### src/hw/led_scan_pkg.sv
// Constants, types and helpers shared by the host-side LED matrix scanner
// Overview of operation
// - Matrix on: six bus pins become columns/rows
// - Drive matrix only while enable bit set
// - Matrix works only in serial host mode
// - Enable bit set masks hardware reset pin
// - Three-by-three matrix, one position per channel
// - Lit only if active, no overtemp/overcurrent
// - Ninth position shows the error indicator
// - Rows in turn, one third each, 1000 Hz
// - Drive gated by flag; dark 100 ms after fault
`default_nettype none
package led_scan_pkg;

    // ************************************************************
    // Clock and timing
    // ************************************************************
    localparam int unsigned CLK_HZ          = 50_000_000;
    localparam int unsigned SCAN_HZ         = 1000;
    localparam int unsigned ROWS            = 3;
    localparam int unsigned ROW_SLOT_CYCLES = CLK_HZ / (SCAN_HZ * ROWS);
    localparam int unsigned SCAN_PERIOD_US  = 1_000_000 / SCAN_HZ;
    localparam int unsigned GATE_HOLD_MS    = 100;
    // Plus one scan: the first scan after a fault may be partial
    localparam int unsigned GATE_HOLD_SCANS =
        (GATE_HOLD_MS * 1000 + SCAN_PERIOD_US - 1) / SCAN_PERIOD_US + 1;
    localparam int unsigned HOLD_W          = 7;

    // ************************************************************
    // Register map
    // ************************************************************
    localparam int unsigned AXI_ADDR_W      = 8;
    localparam logic [7:0]  OFF_CONFIG      = 8'h00;
    localparam logic [7:0]  OFF_STATUS      = 8'h04;
    localparam int unsigned CFG_ENABLE_BIT  = 0;
    localparam logic        CFG_ENABLE_RST  = 1'b0;
    localparam int unsigned ST_ROW_LSB      = 0;
    localparam int unsigned ST_COL_LSB      = 3;
    localparam int unsigned ST_ON_BIT       = 6;
    localparam int unsigned ST_LIT_LSB      = 8;
    localparam int unsigned ST_ERR_BIT      = 16;
    localparam logic [1:0]  RESP_OKAY       = 2'b00;
    localparam logic [1:0]  RESP_SLVERR     = 2'b10;

    // ************************************************************
    // Matrix layout
    // ************************************************************
    localparam int unsigned CHANNELS        = 8;
    localparam int unsigned ERR_POS         = 8;
    // Pin vector order: bus_pin_1, ALE/reset, WR, bus_pin_2, bus_pin_3, bus_pin_6
    localparam int unsigned PINS            = 6;

    typedef enum logic [2:0] {
        ROW0 = 3'b001,
        ROW1 = 3'b010,
        ROW2 = 3'b100
    } row_e;

    function automatic logic [1:0] row_index(input row_e r);
        unique case (r)
            ROW0: row_index = 2'd0;
            ROW1: row_index = 2'd1;
            ROW2: row_index = 2'd2;
            default: row_index = 2'd0;
        endcase
    endfunction

    // Position = row*3 + column; bit c of the result is column c
    function automatic logic [2:0] col_pattern(input logic [1:0] r, input logic [8:0] lit);
        unique case (r)
            2'd0: col_pattern = lit[2:0];
            2'd1: col_pattern = lit[5:3];
            default: col_pattern = lit[8:6];
        endcase
    endfunction

endpackage
`default_nettype wire

### src/hw/scan_if.sv
// Row scan signals between the scan timer and the matrix scanner
`timescale 1ns/100ps
`default_nettype none
interface scan_if;
    import led_scan_pkg::*;
    logic run;
    row_e row;
    logic slot_start;
    logic frame_tick;
    modport timer (input run, output row, output slot_start, output frame_tick);
    modport user  (output run, input row, input slot_start, input frame_tick);
endinterface
`default_nettype wire

### src/hw/led_matrix_scanner.sv
// Host-side 3x3 status LED matrix scanner with AXI4-Lite registers
//
// Register access over AXI4-Lite and the register offsets were left to the implementer.
`timescale 1ns/100ps
`default_nettype none
module led_matrix_scanner #(
    parameter int unsigned ROW_SLOT_CYCLES = led_scan_pkg::ROW_SLOT_CYCLES
) (
    // Clock and reset
    input  wire logic                                clk_sys,
    input  wire logic                                rst,
    // AXI4-Lite write address
    input  wire logic [led_scan_pkg::AXI_ADDR_W-1:0] s_axi_awaddr,
    input  wire logic                                s_axi_awvalid,
    output logic                                     s_axi_awready,
    // AXI4-Lite write data
    input  wire logic [31:0]                         s_axi_wdata,
    input  wire logic [3:0]                          s_axi_wstrb,
    input  wire logic                                s_axi_wvalid,
    output logic                                     s_axi_wready,
    // AXI4-Lite write response
    output logic [1:0]                               s_axi_bresp,
    output logic                                     s_axi_bvalid,
    input  wire logic                                s_axi_bready,
    // AXI4-Lite read address
    input  wire logic [led_scan_pkg::AXI_ADDR_W-1:0] s_axi_araddr,
    input  wire logic                                s_axi_arvalid,
    output logic                                     s_axi_arready,
    // AXI4-Lite read data
    output logic [31:0]                              s_axi_rdata,
    output logic [1:0]                               s_axi_rresp,
    output logic                                     s_axi_rvalid,
    input  wire logic                                s_axi_rready,
    // Channel state from the power side link
    input  wire logic [7:0]                          channel_drive,
    input  wire logic [7:0]                          led_gate_flag,
    input  wire logic [7:0]                          channel_overtemp,
    input  wire logic [7:0]                          channel_overcurrent,
    // Device state
    input  wire logic                                err_n,
    input  wire logic                                host_mode_serial,
    input  wire logic                                hw_reset_pin_n,
    output logic                                     hw_reset_req,
    // Shared bus pins: normal bus function in, pin drive out
    input  wire logic [led_scan_pkg::PINS-1:0]       bus_out,
    input  wire logic [led_scan_pkg::PINS-1:0]       bus_oe,
    output logic [led_scan_pkg::PINS-1:0]            pin_o,
    output logic [led_scan_pkg::PINS-1:0]            pin_oe,
    // Matrix lines, active high
    output logic                                     led_column_out_0,
    output logic                                     led_column_out_1,
    output logic                                     led_column_out_2,
    output logic                                     led_row_out_0,
    output logic                                     led_row_out_1,
    output logic                                     led_row_out_2
);
    import led_scan_pkg::*;

    // ************************************************************
    // Register bus
    // ************************************************************
    logic                  aw_got_ff;
    logic                  nxt_aw_got;
    logic [AXI_ADDR_W-1:0] awaddr_ff;
    logic [AXI_ADDR_W-1:0] nxt_awaddr;
    logic                  w_got_ff;
    logic                  nxt_w_got;
    logic [31:0]           wdata_ff;
    logic [31:0]           nxt_wdata;
    logic [3:0]            wstrb_ff;
    logic [3:0]            nxt_wstrb;
    logic                  bvalid_ff;
    logic                  nxt_bvalid;
    logic [1:0]            bresp_ff;
    logic [1:0]            nxt_bresp;
    logic                  rvalid_ff;
    logic                  nxt_rvalid;
    logic [31:0]           rdata_ff;
    logic [31:0]           nxt_rdata;
    logic [1:0]            rresp_ff;
    logic [1:0]            nxt_rresp;
    logic                  cfg_enable_ff;
    logic                  nxt_cfg_enable;

    logic                  aw_now;
    logic                  w_now;
    logic [AXI_ADDR_W-1:0] waddr_now;
    logic [31:0]           wdata_now;
    logic [3:0]            wstrb_now;
    logic [31:0]           status_word;

    logic                  matrix_on;
    logic [8:0]            lit9;
    logic [2:0]            row_ff;
    logic [2:0]            col_ff;

    assign s_axi_awready = !aw_got_ff && !bvalid_ff;
    assign s_axi_wready  = !w_got_ff && !bvalid_ff;
    assign s_axi_arready = !rvalid_ff;

    always_comb begin
        aw_now         = aw_got_ff || (s_axi_awvalid && s_axi_awready);
        w_now          = w_got_ff || (s_axi_wvalid && s_axi_wready);
        waddr_now      = aw_got_ff ? awaddr_ff : s_axi_awaddr;
        wdata_now      = w_got_ff ? wdata_ff : s_axi_wdata;
        wstrb_now      = w_got_ff ? wstrb_ff : s_axi_wstrb;
        nxt_aw_got     = aw_now;
        nxt_awaddr     = waddr_now;
        nxt_w_got      = w_now;
        nxt_wdata      = wdata_now;
        nxt_wstrb      = wstrb_now;
        nxt_bvalid     = bvalid_ff && !s_axi_bready;
        nxt_bresp      = bresp_ff;
        nxt_cfg_enable = cfg_enable_ff;
        if (aw_now && w_now && !bvalid_ff) begin
            nxt_aw_got = 1'b0;
            nxt_w_got  = 1'b0;
            nxt_bvalid = 1'b1;
            nxt_bresp  = RESP_OKAY;
            if (waddr_now[AXI_ADDR_W-1:2] == OFF_CONFIG[AXI_ADDR_W-1:2]) begin
                if (wstrb_now[0]) begin
                    nxt_cfg_enable = wdata_now[CFG_ENABLE_BIT];
                end
            end else if (waddr_now[AXI_ADDR_W-1:2] != OFF_STATUS[AXI_ADDR_W-1:2]) begin
                nxt_bresp = RESP_SLVERR;
            end
        end
    end

    always_comb begin
        status_word                      = '0;
        status_word[ST_ROW_LSB +: 3]     = row_ff;
        status_word[ST_COL_LSB +: 3]     = col_ff;
        status_word[ST_ON_BIT]           = matrix_on;
        status_word[ST_LIT_LSB +: 8]     = lit9[7:0];
        status_word[ST_ERR_BIT]          = lit9[ERR_POS];
        nxt_rvalid = rvalid_ff && !s_axi_rready;
        nxt_rdata  = rdata_ff;
        nxt_rresp  = rresp_ff;
        if (s_axi_arvalid && s_axi_arready) begin
            nxt_rvalid = 1'b1;
            nxt_rresp  = RESP_OKAY;
            if (s_axi_araddr[AXI_ADDR_W-1:2] == OFF_CONFIG[AXI_ADDR_W-1:2]) begin
                nxt_rdata = {31'h0, cfg_enable_ff};
            end else if (s_axi_araddr[AXI_ADDR_W-1:2] == OFF_STATUS[AXI_ADDR_W-1:2]) begin
                nxt_rdata = status_word;
            end else begin
                nxt_rdata = 32'h0;
                nxt_rresp = RESP_SLVERR;
            end
        end
    end

    always_ff @(posedge clk_sys or posedge rst) begin
        if (rst) begin
            aw_got_ff     <= 1'b0;
            awaddr_ff     <= '0;
            w_got_ff      <= 1'b0;
            wdata_ff      <= 32'h0;
            wstrb_ff      <= 4'h0;
            bvalid_ff     <= 1'b0;
            bresp_ff      <= RESP_OKAY;
            rvalid_ff     <= 1'b0;
            rdata_ff      <= 32'h0;
            rresp_ff      <= RESP_OKAY;
            cfg_enable_ff <= CFG_ENABLE_RST;
        end else begin
            aw_got_ff     <= nxt_aw_got;
            awaddr_ff     <= nxt_awaddr;
            w_got_ff      <= nxt_w_got;
            wdata_ff      <= nxt_wdata;
            wstrb_ff      <= nxt_wstrb;
            bvalid_ff     <= nxt_bvalid;
            bresp_ff      <= nxt_bresp;
            rvalid_ff     <= nxt_rvalid;
            rdata_ff      <= nxt_rdata;
            rresp_ff      <= nxt_rresp;
            cfg_enable_ff <= nxt_cfg_enable;
        end
    end

    assign s_axi_bvalid = bvalid_ff;
    assign s_axi_bresp  = bresp_ff;
    assign s_axi_rvalid = rvalid_ff;
    assign s_axi_rdata  = rdata_ff;
    assign s_axi_rresp  = rresp_ff;

    // ************************************************************
    // Row scan and fault hold
    // ************************************************************
    scan_if scan ();

    row_scan_timer #(
        .SLOT_CYCLES (ROW_SLOT_CYCLES)
    ) u_timer (
        .clk_sys (clk_sys),
        .rst     (rst),
        .scan    (scan)
    );

    assign matrix_on = cfg_enable_ff && host_mode_serial;
    assign scan.run  = matrix_on;

    logic [HOLD_W-1:0] hold_ff [CHANNELS];
    logic [HOLD_W-1:0] nxt_hold [CHANNELS];
    logic [7:0]        hold_busy;
    logic [7:0]        fault_vec;

    assign fault_vec = channel_overtemp | channel_overcurrent;

    // Hold counts whole scans; it freezes while the matrix is off, which only lengthens it
    always_comb begin
        for (int i = 0; i < CHANNELS; i++) begin
            nxt_hold[i]  = hold_ff[i];
            hold_busy[i] = (hold_ff[i] != '0);
            if (!led_gate_flag[i] || fault_vec[i]) begin
                nxt_hold[i] = HOLD_W'(GATE_HOLD_SCANS);
            end else if (scan.frame_tick && hold_busy[i]) begin
                nxt_hold[i] = hold_ff[i] - 1'b1;
            end
        end
    end

    always_ff @(posedge clk_sys or posedge rst) begin
        if (rst) begin
            for (int i = 0; i < CHANNELS; i++) begin
                hold_ff[i] <= '0;
            end
        end else begin
            for (int i = 0; i < CHANNELS; i++) begin
                hold_ff[i] <= nxt_hold[i];
            end
        end
    end

    // Channel n sits at position n, error at position 8
    assign lit9 = {!err_n,
                   channel_drive & led_gate_flag & ~fault_vec & ~hold_busy};

    // ************************************************************
    // Matrix and pin drive
    // ************************************************************
    logic [2:0]      nxt_row_o;
    logic [2:0]      nxt_col_o;
    logic [PINS-1:0] pin_o_ff;
    logic [PINS-1:0] nxt_pin_o;
    logic [PINS-1:0] pin_oe_ff;
    logic [PINS-1:0] nxt_pin_oe;
    logic            hw_reset_ff;
    logic            nxt_hw_reset;
    logic [8:0]      lit_ff;

    always_comb begin
        nxt_row_o    = 3'h0;
        nxt_col_o    = 3'h0;
        nxt_pin_o    = bus_out;
        nxt_pin_oe   = bus_oe;
        if (matrix_on) begin
            nxt_row_o  = scan.row;
            nxt_col_o  = col_pattern(row_index(scan.row), lit9);
            nxt_pin_o  = {nxt_row_o[0], nxt_row_o[1], nxt_row_o[2],
                          nxt_col_o[0], nxt_col_o[1], nxt_col_o[2]};
            nxt_pin_oe = {PINS{1'b1}};
        end
        // Reset pin doubles as a column line while enabled
        nxt_hw_reset = !cfg_enable_ff && !hw_reset_pin_n;
    end

    always_ff @(posedge clk_sys or posedge rst) begin
        if (rst) begin
            row_ff      <= 3'h0;
            col_ff      <= 3'h0;
            pin_o_ff    <= '0;
            pin_oe_ff   <= '0;
            hw_reset_ff <= 1'b0;
            lit_ff      <= 9'h0;
        end else begin
            row_ff      <= nxt_row_o;
            col_ff      <= nxt_col_o;
            pin_o_ff    <= nxt_pin_o;
            pin_oe_ff   <= nxt_pin_oe;
            hw_reset_ff <= nxt_hw_reset;
            lit_ff      <= lit9;
        end
    end

    assign pin_o            = pin_o_ff;
    assign pin_oe           = pin_oe_ff;
    assign hw_reset_req     = hw_reset_ff;
    assign led_row_out_0    = row_ff[0];
    assign led_row_out_1    = row_ff[1];
    assign led_row_out_2    = row_ff[2];
    assign led_column_out_0 = col_ff[0];
    assign led_column_out_1 = col_ff[1];
    assign led_column_out_2 = col_ff[2];

    property p_pins_owned;
        @(posedge clk_sys) disable iff (rst)
        matrix_on |=> (pin_oe == 6'h3f && pin_o[5] == led_row_out_0 && pin_o[2] == led_column_out_0);
    endproperty
    a_pins_owned: assert property (p_pins_owned) else $error("matrix pins not taken over");

    property p_dark_off;
        @(posedge clk_sys) disable iff (rst)
        !cfg_enable_ff |=> (row_ff == 3'h0 && col_ff == 3'h0);
    endproperty
    a_dark_off: assert property (p_dark_off) else $error("matrix driven while disabled");

    property p_dark_parallel;
        @(posedge clk_sys) disable iff (rst)
        !host_mode_serial |=> (row_ff == 3'h0 && pin_oe == $past(bus_oe));
    endproperty
    a_dark_parallel: assert property (p_dark_parallel) else $error("matrix driven outside serial mode");

    property p_reset_masked;
        @(posedge clk_sys) disable iff (rst)
        (cfg_enable_ff || hw_reset_pin_n) |=> !hw_reset_req;
    endproperty
    a_reset_masked: assert property (p_reset_masked) else $error("reset pin honoured while enabled");

    property p_one_row;
        @(posedge clk_sys) disable iff (rst)
        $onehot0(row_ff) && (!$past(matrix_on) || $onehot(row_ff));
    endproperty
    a_one_row: assert property (p_one_row) else $error("more or fewer than one row active");

    property p_fault_dark;
        @(posedge clk_sys) disable iff (rst)
        1'b1 |=> ((lit_ff[7:0] & $past(fault_vec)) == 8'h0);
    endproperty
    a_fault_dark: assert property (p_fault_dark) else $error("faulted channel lit");

    property p_err_pos;
        @(posedge clk_sys) disable iff (rst)
        (matrix_on && !err_n && scan.row == ROW2) |=> led_column_out_2;
    endproperty
    a_err_pos: assert property (p_err_pos) else $error("error position not lit");

    property p_hold_dark;
        @(posedge clk_sys) disable iff (rst)
        (!led_gate_flag[0] || fault_vec[0]) ##1 (led_gate_flag[0] && !fault_vec[0])
            |-> (hold_ff[0] == HOLD_W'(GATE_HOLD_SCANS) && !lit9[0]);
    endproperty
    a_hold_dark: assert property (p_hold_dark) else $error("fault hold not started");

    property p_col_map;
        @(posedge clk_sys) disable iff (rst)
        matrix_on |=> (col_ff == col_pattern(row_index($past(scan.row)), $past(lit9)));
    endproperty
    a_col_map: assert property (p_col_map) else $error("columns do not match active row");

endmodule
`default_nettype wire

### src/hw/row_scan_timer.sv
// Row slot divider: steps the active row and marks each full scan
`timescale 1ns/100ps
`default_nettype none
module row_scan_timer #(
    parameter int unsigned SLOT_CYCLES = led_scan_pkg::ROW_SLOT_CYCLES
) (
    // Clock and reset
    input  wire logic clk_sys,
    input  wire logic rst,
    // Scan signals
    scan_if.timer     scan
);
    import led_scan_pkg::*;

    localparam int unsigned CW = (SLOT_CYCLES < 2) ? 1 : $clog2(SLOT_CYCLES);
    localparam logic [CW-1:0] LAST = CW'(SLOT_CYCLES - 1);

    logic [CW-1:0] cnt_ff;
    logic [CW-1:0] nxt_cnt;
    row_e          row_ff;
    row_e          nxt_row;
    logic          slot_ff;
    logic          nxt_slot;
    logic          frame_ff;
    logic          nxt_frame;

    always_comb begin
        nxt_cnt   = cnt_ff;
        nxt_row   = row_ff;
        nxt_slot  = 1'b0;
        nxt_frame = 1'b0;
        if (!scan.run) begin
            nxt_cnt = '0;
            nxt_row = ROW0;
        end else if (cnt_ff == LAST) begin
            nxt_cnt  = '0;
            nxt_slot = 1'b1;
            unique case (row_ff)
                ROW0: nxt_row = ROW1;
                ROW1: nxt_row = ROW2;
                ROW2: begin
                    nxt_row   = ROW0;
                    nxt_frame = 1'b1;
                end
                default: nxt_row = ROW0;
            endcase
        end else begin
            nxt_cnt = cnt_ff + 1'b1;
        end
    end

    always_ff @(posedge clk_sys or posedge rst) begin
        if (rst) begin
            cnt_ff   <= '0;
            row_ff   <= ROW0;
            slot_ff  <= 1'b0;
            frame_ff <= 1'b0;
        end else begin
            cnt_ff   <= nxt_cnt;
            row_ff   <= nxt_row;
            slot_ff  <= nxt_slot;
            frame_ff <= nxt_frame;
        end
    end

    assign scan.row        = row_ff;
    assign scan.slot_start = slot_ff;
    assign scan.frame_tick = frame_ff;

    property p_row_advance;
        @(posedge clk_sys) disable iff (rst)
        (scan.run && cnt_ff == LAST && row_ff == ROW1) |=> (row_ff == ROW2 && slot_ff && cnt_ff == '0);
    endproperty
    a_row_advance: assert property (p_row_advance) else $error("row did not advance at slot end");

    property p_frame_wrap;
        @(posedge clk_sys) disable iff (rst)
        frame_ff |-> (row_ff == ROW0 && slot_ff && $past(row_ff) == ROW2);
    endproperty
    a_frame_wrap: assert property (p_frame_wrap) else $error("scan tick without wrap from last row");

endmodule
`default_nettype wire

### config.mk
export PLATFORM = sky130hd
export DESIGN_NAME = led_matrix_scanner
export DESIGN_NICKNAME = d
export VERILOG_FILES = /design/src/hw/led_scan_pkg.sv /design/src/hw/scan_if.sv /design/src/hw/led_matrix_scanner.sv /design/src/hw/row_scan_timer.sv
export SDC_FILE = /design/constraint.sdc
export NUM_CORES = 1
export LEC_CHECK = 0
export ABC_AREA = 1
export BUFFER_PORTS_ARGS = -buffer_cell sky130_fd_sc_hd__buf_2
export CAP_MARGIN = 5
export CORE_ASPECT_RATIO = 0.5
export CORE_MARGIN = 2
export CORE_UTILIZATION = 40
export CTS_CLUSTER_SIZE = 12
export DETAILED_ROUTE_END_ITERATION = 7
export PLACE_DENSITY = 0.71
export SYNTH_ARGS = -nofsm -noshare
export SYNTH_HDL_FRONTEND = slang
export SYNTH_SLANG_ARGS = --single-unit
### constraint.sdc
create_clock -name clk_sys -period 5.2 [get_ports clk_sys]
set_input_delay 1.04 -clock clk_sys [delete_from_list [all_inputs] [get_ports clk_sys]]
set_output_delay 1.04 -clock clk_sys [all_outputs]
set_load 0.05 [all_outputs]
==> results.ini <==
[run_status]
status = completed

[final_layout]
drive_above_1_share_pct = 22.7
areaGrowthSynthToFinish_pct = 20.6
layout.nets = 1041
final_cell_mix = 197 x nand2_1, 124 x dfrtp_1, 109 x buf_2, 94 x inv_1, 75 x nand3_1
layout_commonest_cell = nand2_1
stdcell_count = 1159
n_antenna_cell = 0
fin_util_pct = 50.3

[sta]
fmax_ghz = 0.409
finalSetupViolCount = 0
drv_slew = 0
worstMarginPinSlew_ps = 902
relSlewSlack_pct = 39.8
clock_skew_ps = 11.4
tns_ps = 0
period_needed_ps = 2450
hold_viol = 0
rsz0062_at_grt = no
finalCritPeriodShare_pct = 47.0

[global_route]
use_met1_pct = 22.5
grt_pass1_vias = 5693
overflow = 0
antenna_found_initial = 1
grt_use_met3_pct = 3.32
track_usage_pct = 18.2
grt_util_met2_pct = 32.1
grt_first_pass_wirelength_um = 25600
grt_max_degree = 74
top_usage_layer = met2

[floorplan]
io_pins = 166
dieArea_um2 = 17500
start_util_pct = 41.7
die_y_um = 94.5
fp.dieW_um = 185
core-area_um2 = 15700
row_count = 32

[cts]
ctsLongestPathBuffers = 2
cts_tree = yes
cts_sinks = 125
htreeDepth = 4
ctsResizeCount = 0
insertion_delay_ps = 410
clock-root-buffer = clkbuf_16
cts_setup_buffers = 0
cts-buffers-inserted = 17
cts.reportedPaths.clkPinSlew_ps = 60
holdBufCountCts = 0

[critical_path]
path_class = register to output port
crit_required_ps = 4160
critPathSlowestCell = dfrtp_1
critPathArrivalTime_ps = 1410
path_cells = nor2_1 -> buf_2
reg2reg_setup_slack_ps = 3120
max_stage_delay_ps = 570
critPathCaptureType = output port
worst-path-max-fanout = 14
cp-start-kind = register

[run]
cap_viol_max_count = 0

[yosys]
netlist_area_um2 = 6550
syn-mean-instance-area_um2 = 8.15
synth_area_leaders = dfrtp_1 47%, nand2_1 11%, nand3_1 5.7%
syn_inst = 803
ys_ff_latch = 125
netlist.area_leader.share_pct = 47.4
synth_cell_type_count = 38
ys_seq_area_share_pct = 47.8
yosys.area.top_type = dfrtp_1
ys_warn_count = 0

[routing]
drcViolationCount = 0
drt-vias-per-instance = 4.95
post_drt_wl_per_cell_um = 12.9
routed_wl_um = 15000
ant_nets = 0
drtPass1Iterations = 5
first_iter_violations = 303
vias = 5737

[power_and_ir_drop]
powerDensity_nw_per_um2 = 347
p_leak_nw = 3.87
ir_worst_vdd_uv = 302

[placement]
place_hpwl_um = 10600
gp_congestion = 0.892
placement.io_buffers = 109
dp_cells = 1127

[worst_hold_path]
hold_path_class = register to register

==> sequential cells by signal, indices dropped and copies added (netlist names), 3 cells and up <==
name / cells
col_ff: 3
u_timer.cnt_ff: 15
awaddr_ff: 6
hold_ff: 56
pin_o: 6
pin_oe: 6
u_timer.scan.row: 3
s_axi_rdata: 16
row_ff: 3
==> cells in the mapped netlist (all sizes together) <==
master and n:
dfstp 1, nor2 93, mux2 1, nor3 16, inv 97, o21ai 62
nand3b 15, ha 10, clkbuf 1, conb 1, xor2 8, a31oi 2
a21oi 9, nand4 25, nor3b 7, or2 7, nor4 2, o31ai 9
dfrtp 124, nand2 209, a21o 1, buf 24, o21a 1, nand3 78
==> cell families (layout without fill, tap and decap cells) <==
kind of cell             after synthesis  count (layout)  share of synthesized area [%]
multiplexers                           1               1                          0.172
flip-flops                           125             125                           47.8
AO/OA/AOI/OAI                         84              84                           7.63
AND/OR/NAND/NOR                      452             452                           33.1
XOR/XNOR                               8               8                           1.07
other                                  1              18                         0.0573
adder cells (fa/ha/maj)               10              10                           1.91
buffers and inverters                122             240                           8.24
==> where the power goes <==
group | total (mW) | leakage (nW) | switching (mW) | internal, mW
Sequential | 1.09 | 1.52 | 0.0492 | 1.04
Clock | 1.23 | 0.292 | 0.445 | 0.781
Combinational | 0.424 | 2.05 | 0.312 | 0.112
Total | 2.74 | 3.87 | 0.805 | 1.93
==> cell type report <==
| type | instances | area, um2 |
|---|---|---|
| timing repair buffer | 111 | 561 |
| fill | 1451 | 7800 |
| multi-input combinational | 573 | 2940 |
| tap | 221 | 277 |
| sequential | 125 | 3130 |
| clock buffer | 19 | 453 |
| clock inverter | 13 | 165 |
| inverter | 97 | 367 |
==> path summary, 6_finish.rpt <==
path,to,start,depth (start not counted)
max in group asynchronous,pin_oe[3]$_DFF_PP0_,rst,3
max reg2reg,pin_oe[3]$_DFF_PP0_,cfg_enable_ff$_DFFE_PP0P_,3
min,u_timer.scan.row[0]$_DFFE_PP1P_,u_timer.scan.row[0]$_DFFE_PP1P_,2
max,s_axi_awready,aw_got_ff$_DFF_PP0_,2
min in group asynchronous,hold_ff[18]$_DFFE_PP0P_,rst,2
min reg2reg,u_timer.scan.row[0]$_DFFE_PP1P_,u_timer.scan.row[0]$_DFFE_PP1P_,2
==> through the flow <==
step	instance area [um2]	hold WS (ps)	power [mW]	setup slack, ps
6_report	7890	469	2.74	2750
2_1_floorplan	6610	437	1.44	834
3_3_place_gp	7270	453	1.52	2410
5_1_grt	7890	511	2.86	2620
3_5_place_dp	7270	460	1.54	2380
4_1_cts	7890	471	2.77	2720
==> per-layer routing <==
metal | vias up | part of all wire, %
met2 | 155 | 50
met3 | 21 | 3.9
met4 | 2 | 1.4
met1 | 2726 | 44
li1 | 2833 | -
met5 | - | 0.087
==> critical path: cells and delay by family (launching register included) <==
kind / cells / cell delay, ps
buffers and inverters: 1 / 270
DFF: 1 / 570
and+or+nand+nor: 1 / 160
Note: power is estimated with default switching activity, not from simulation.
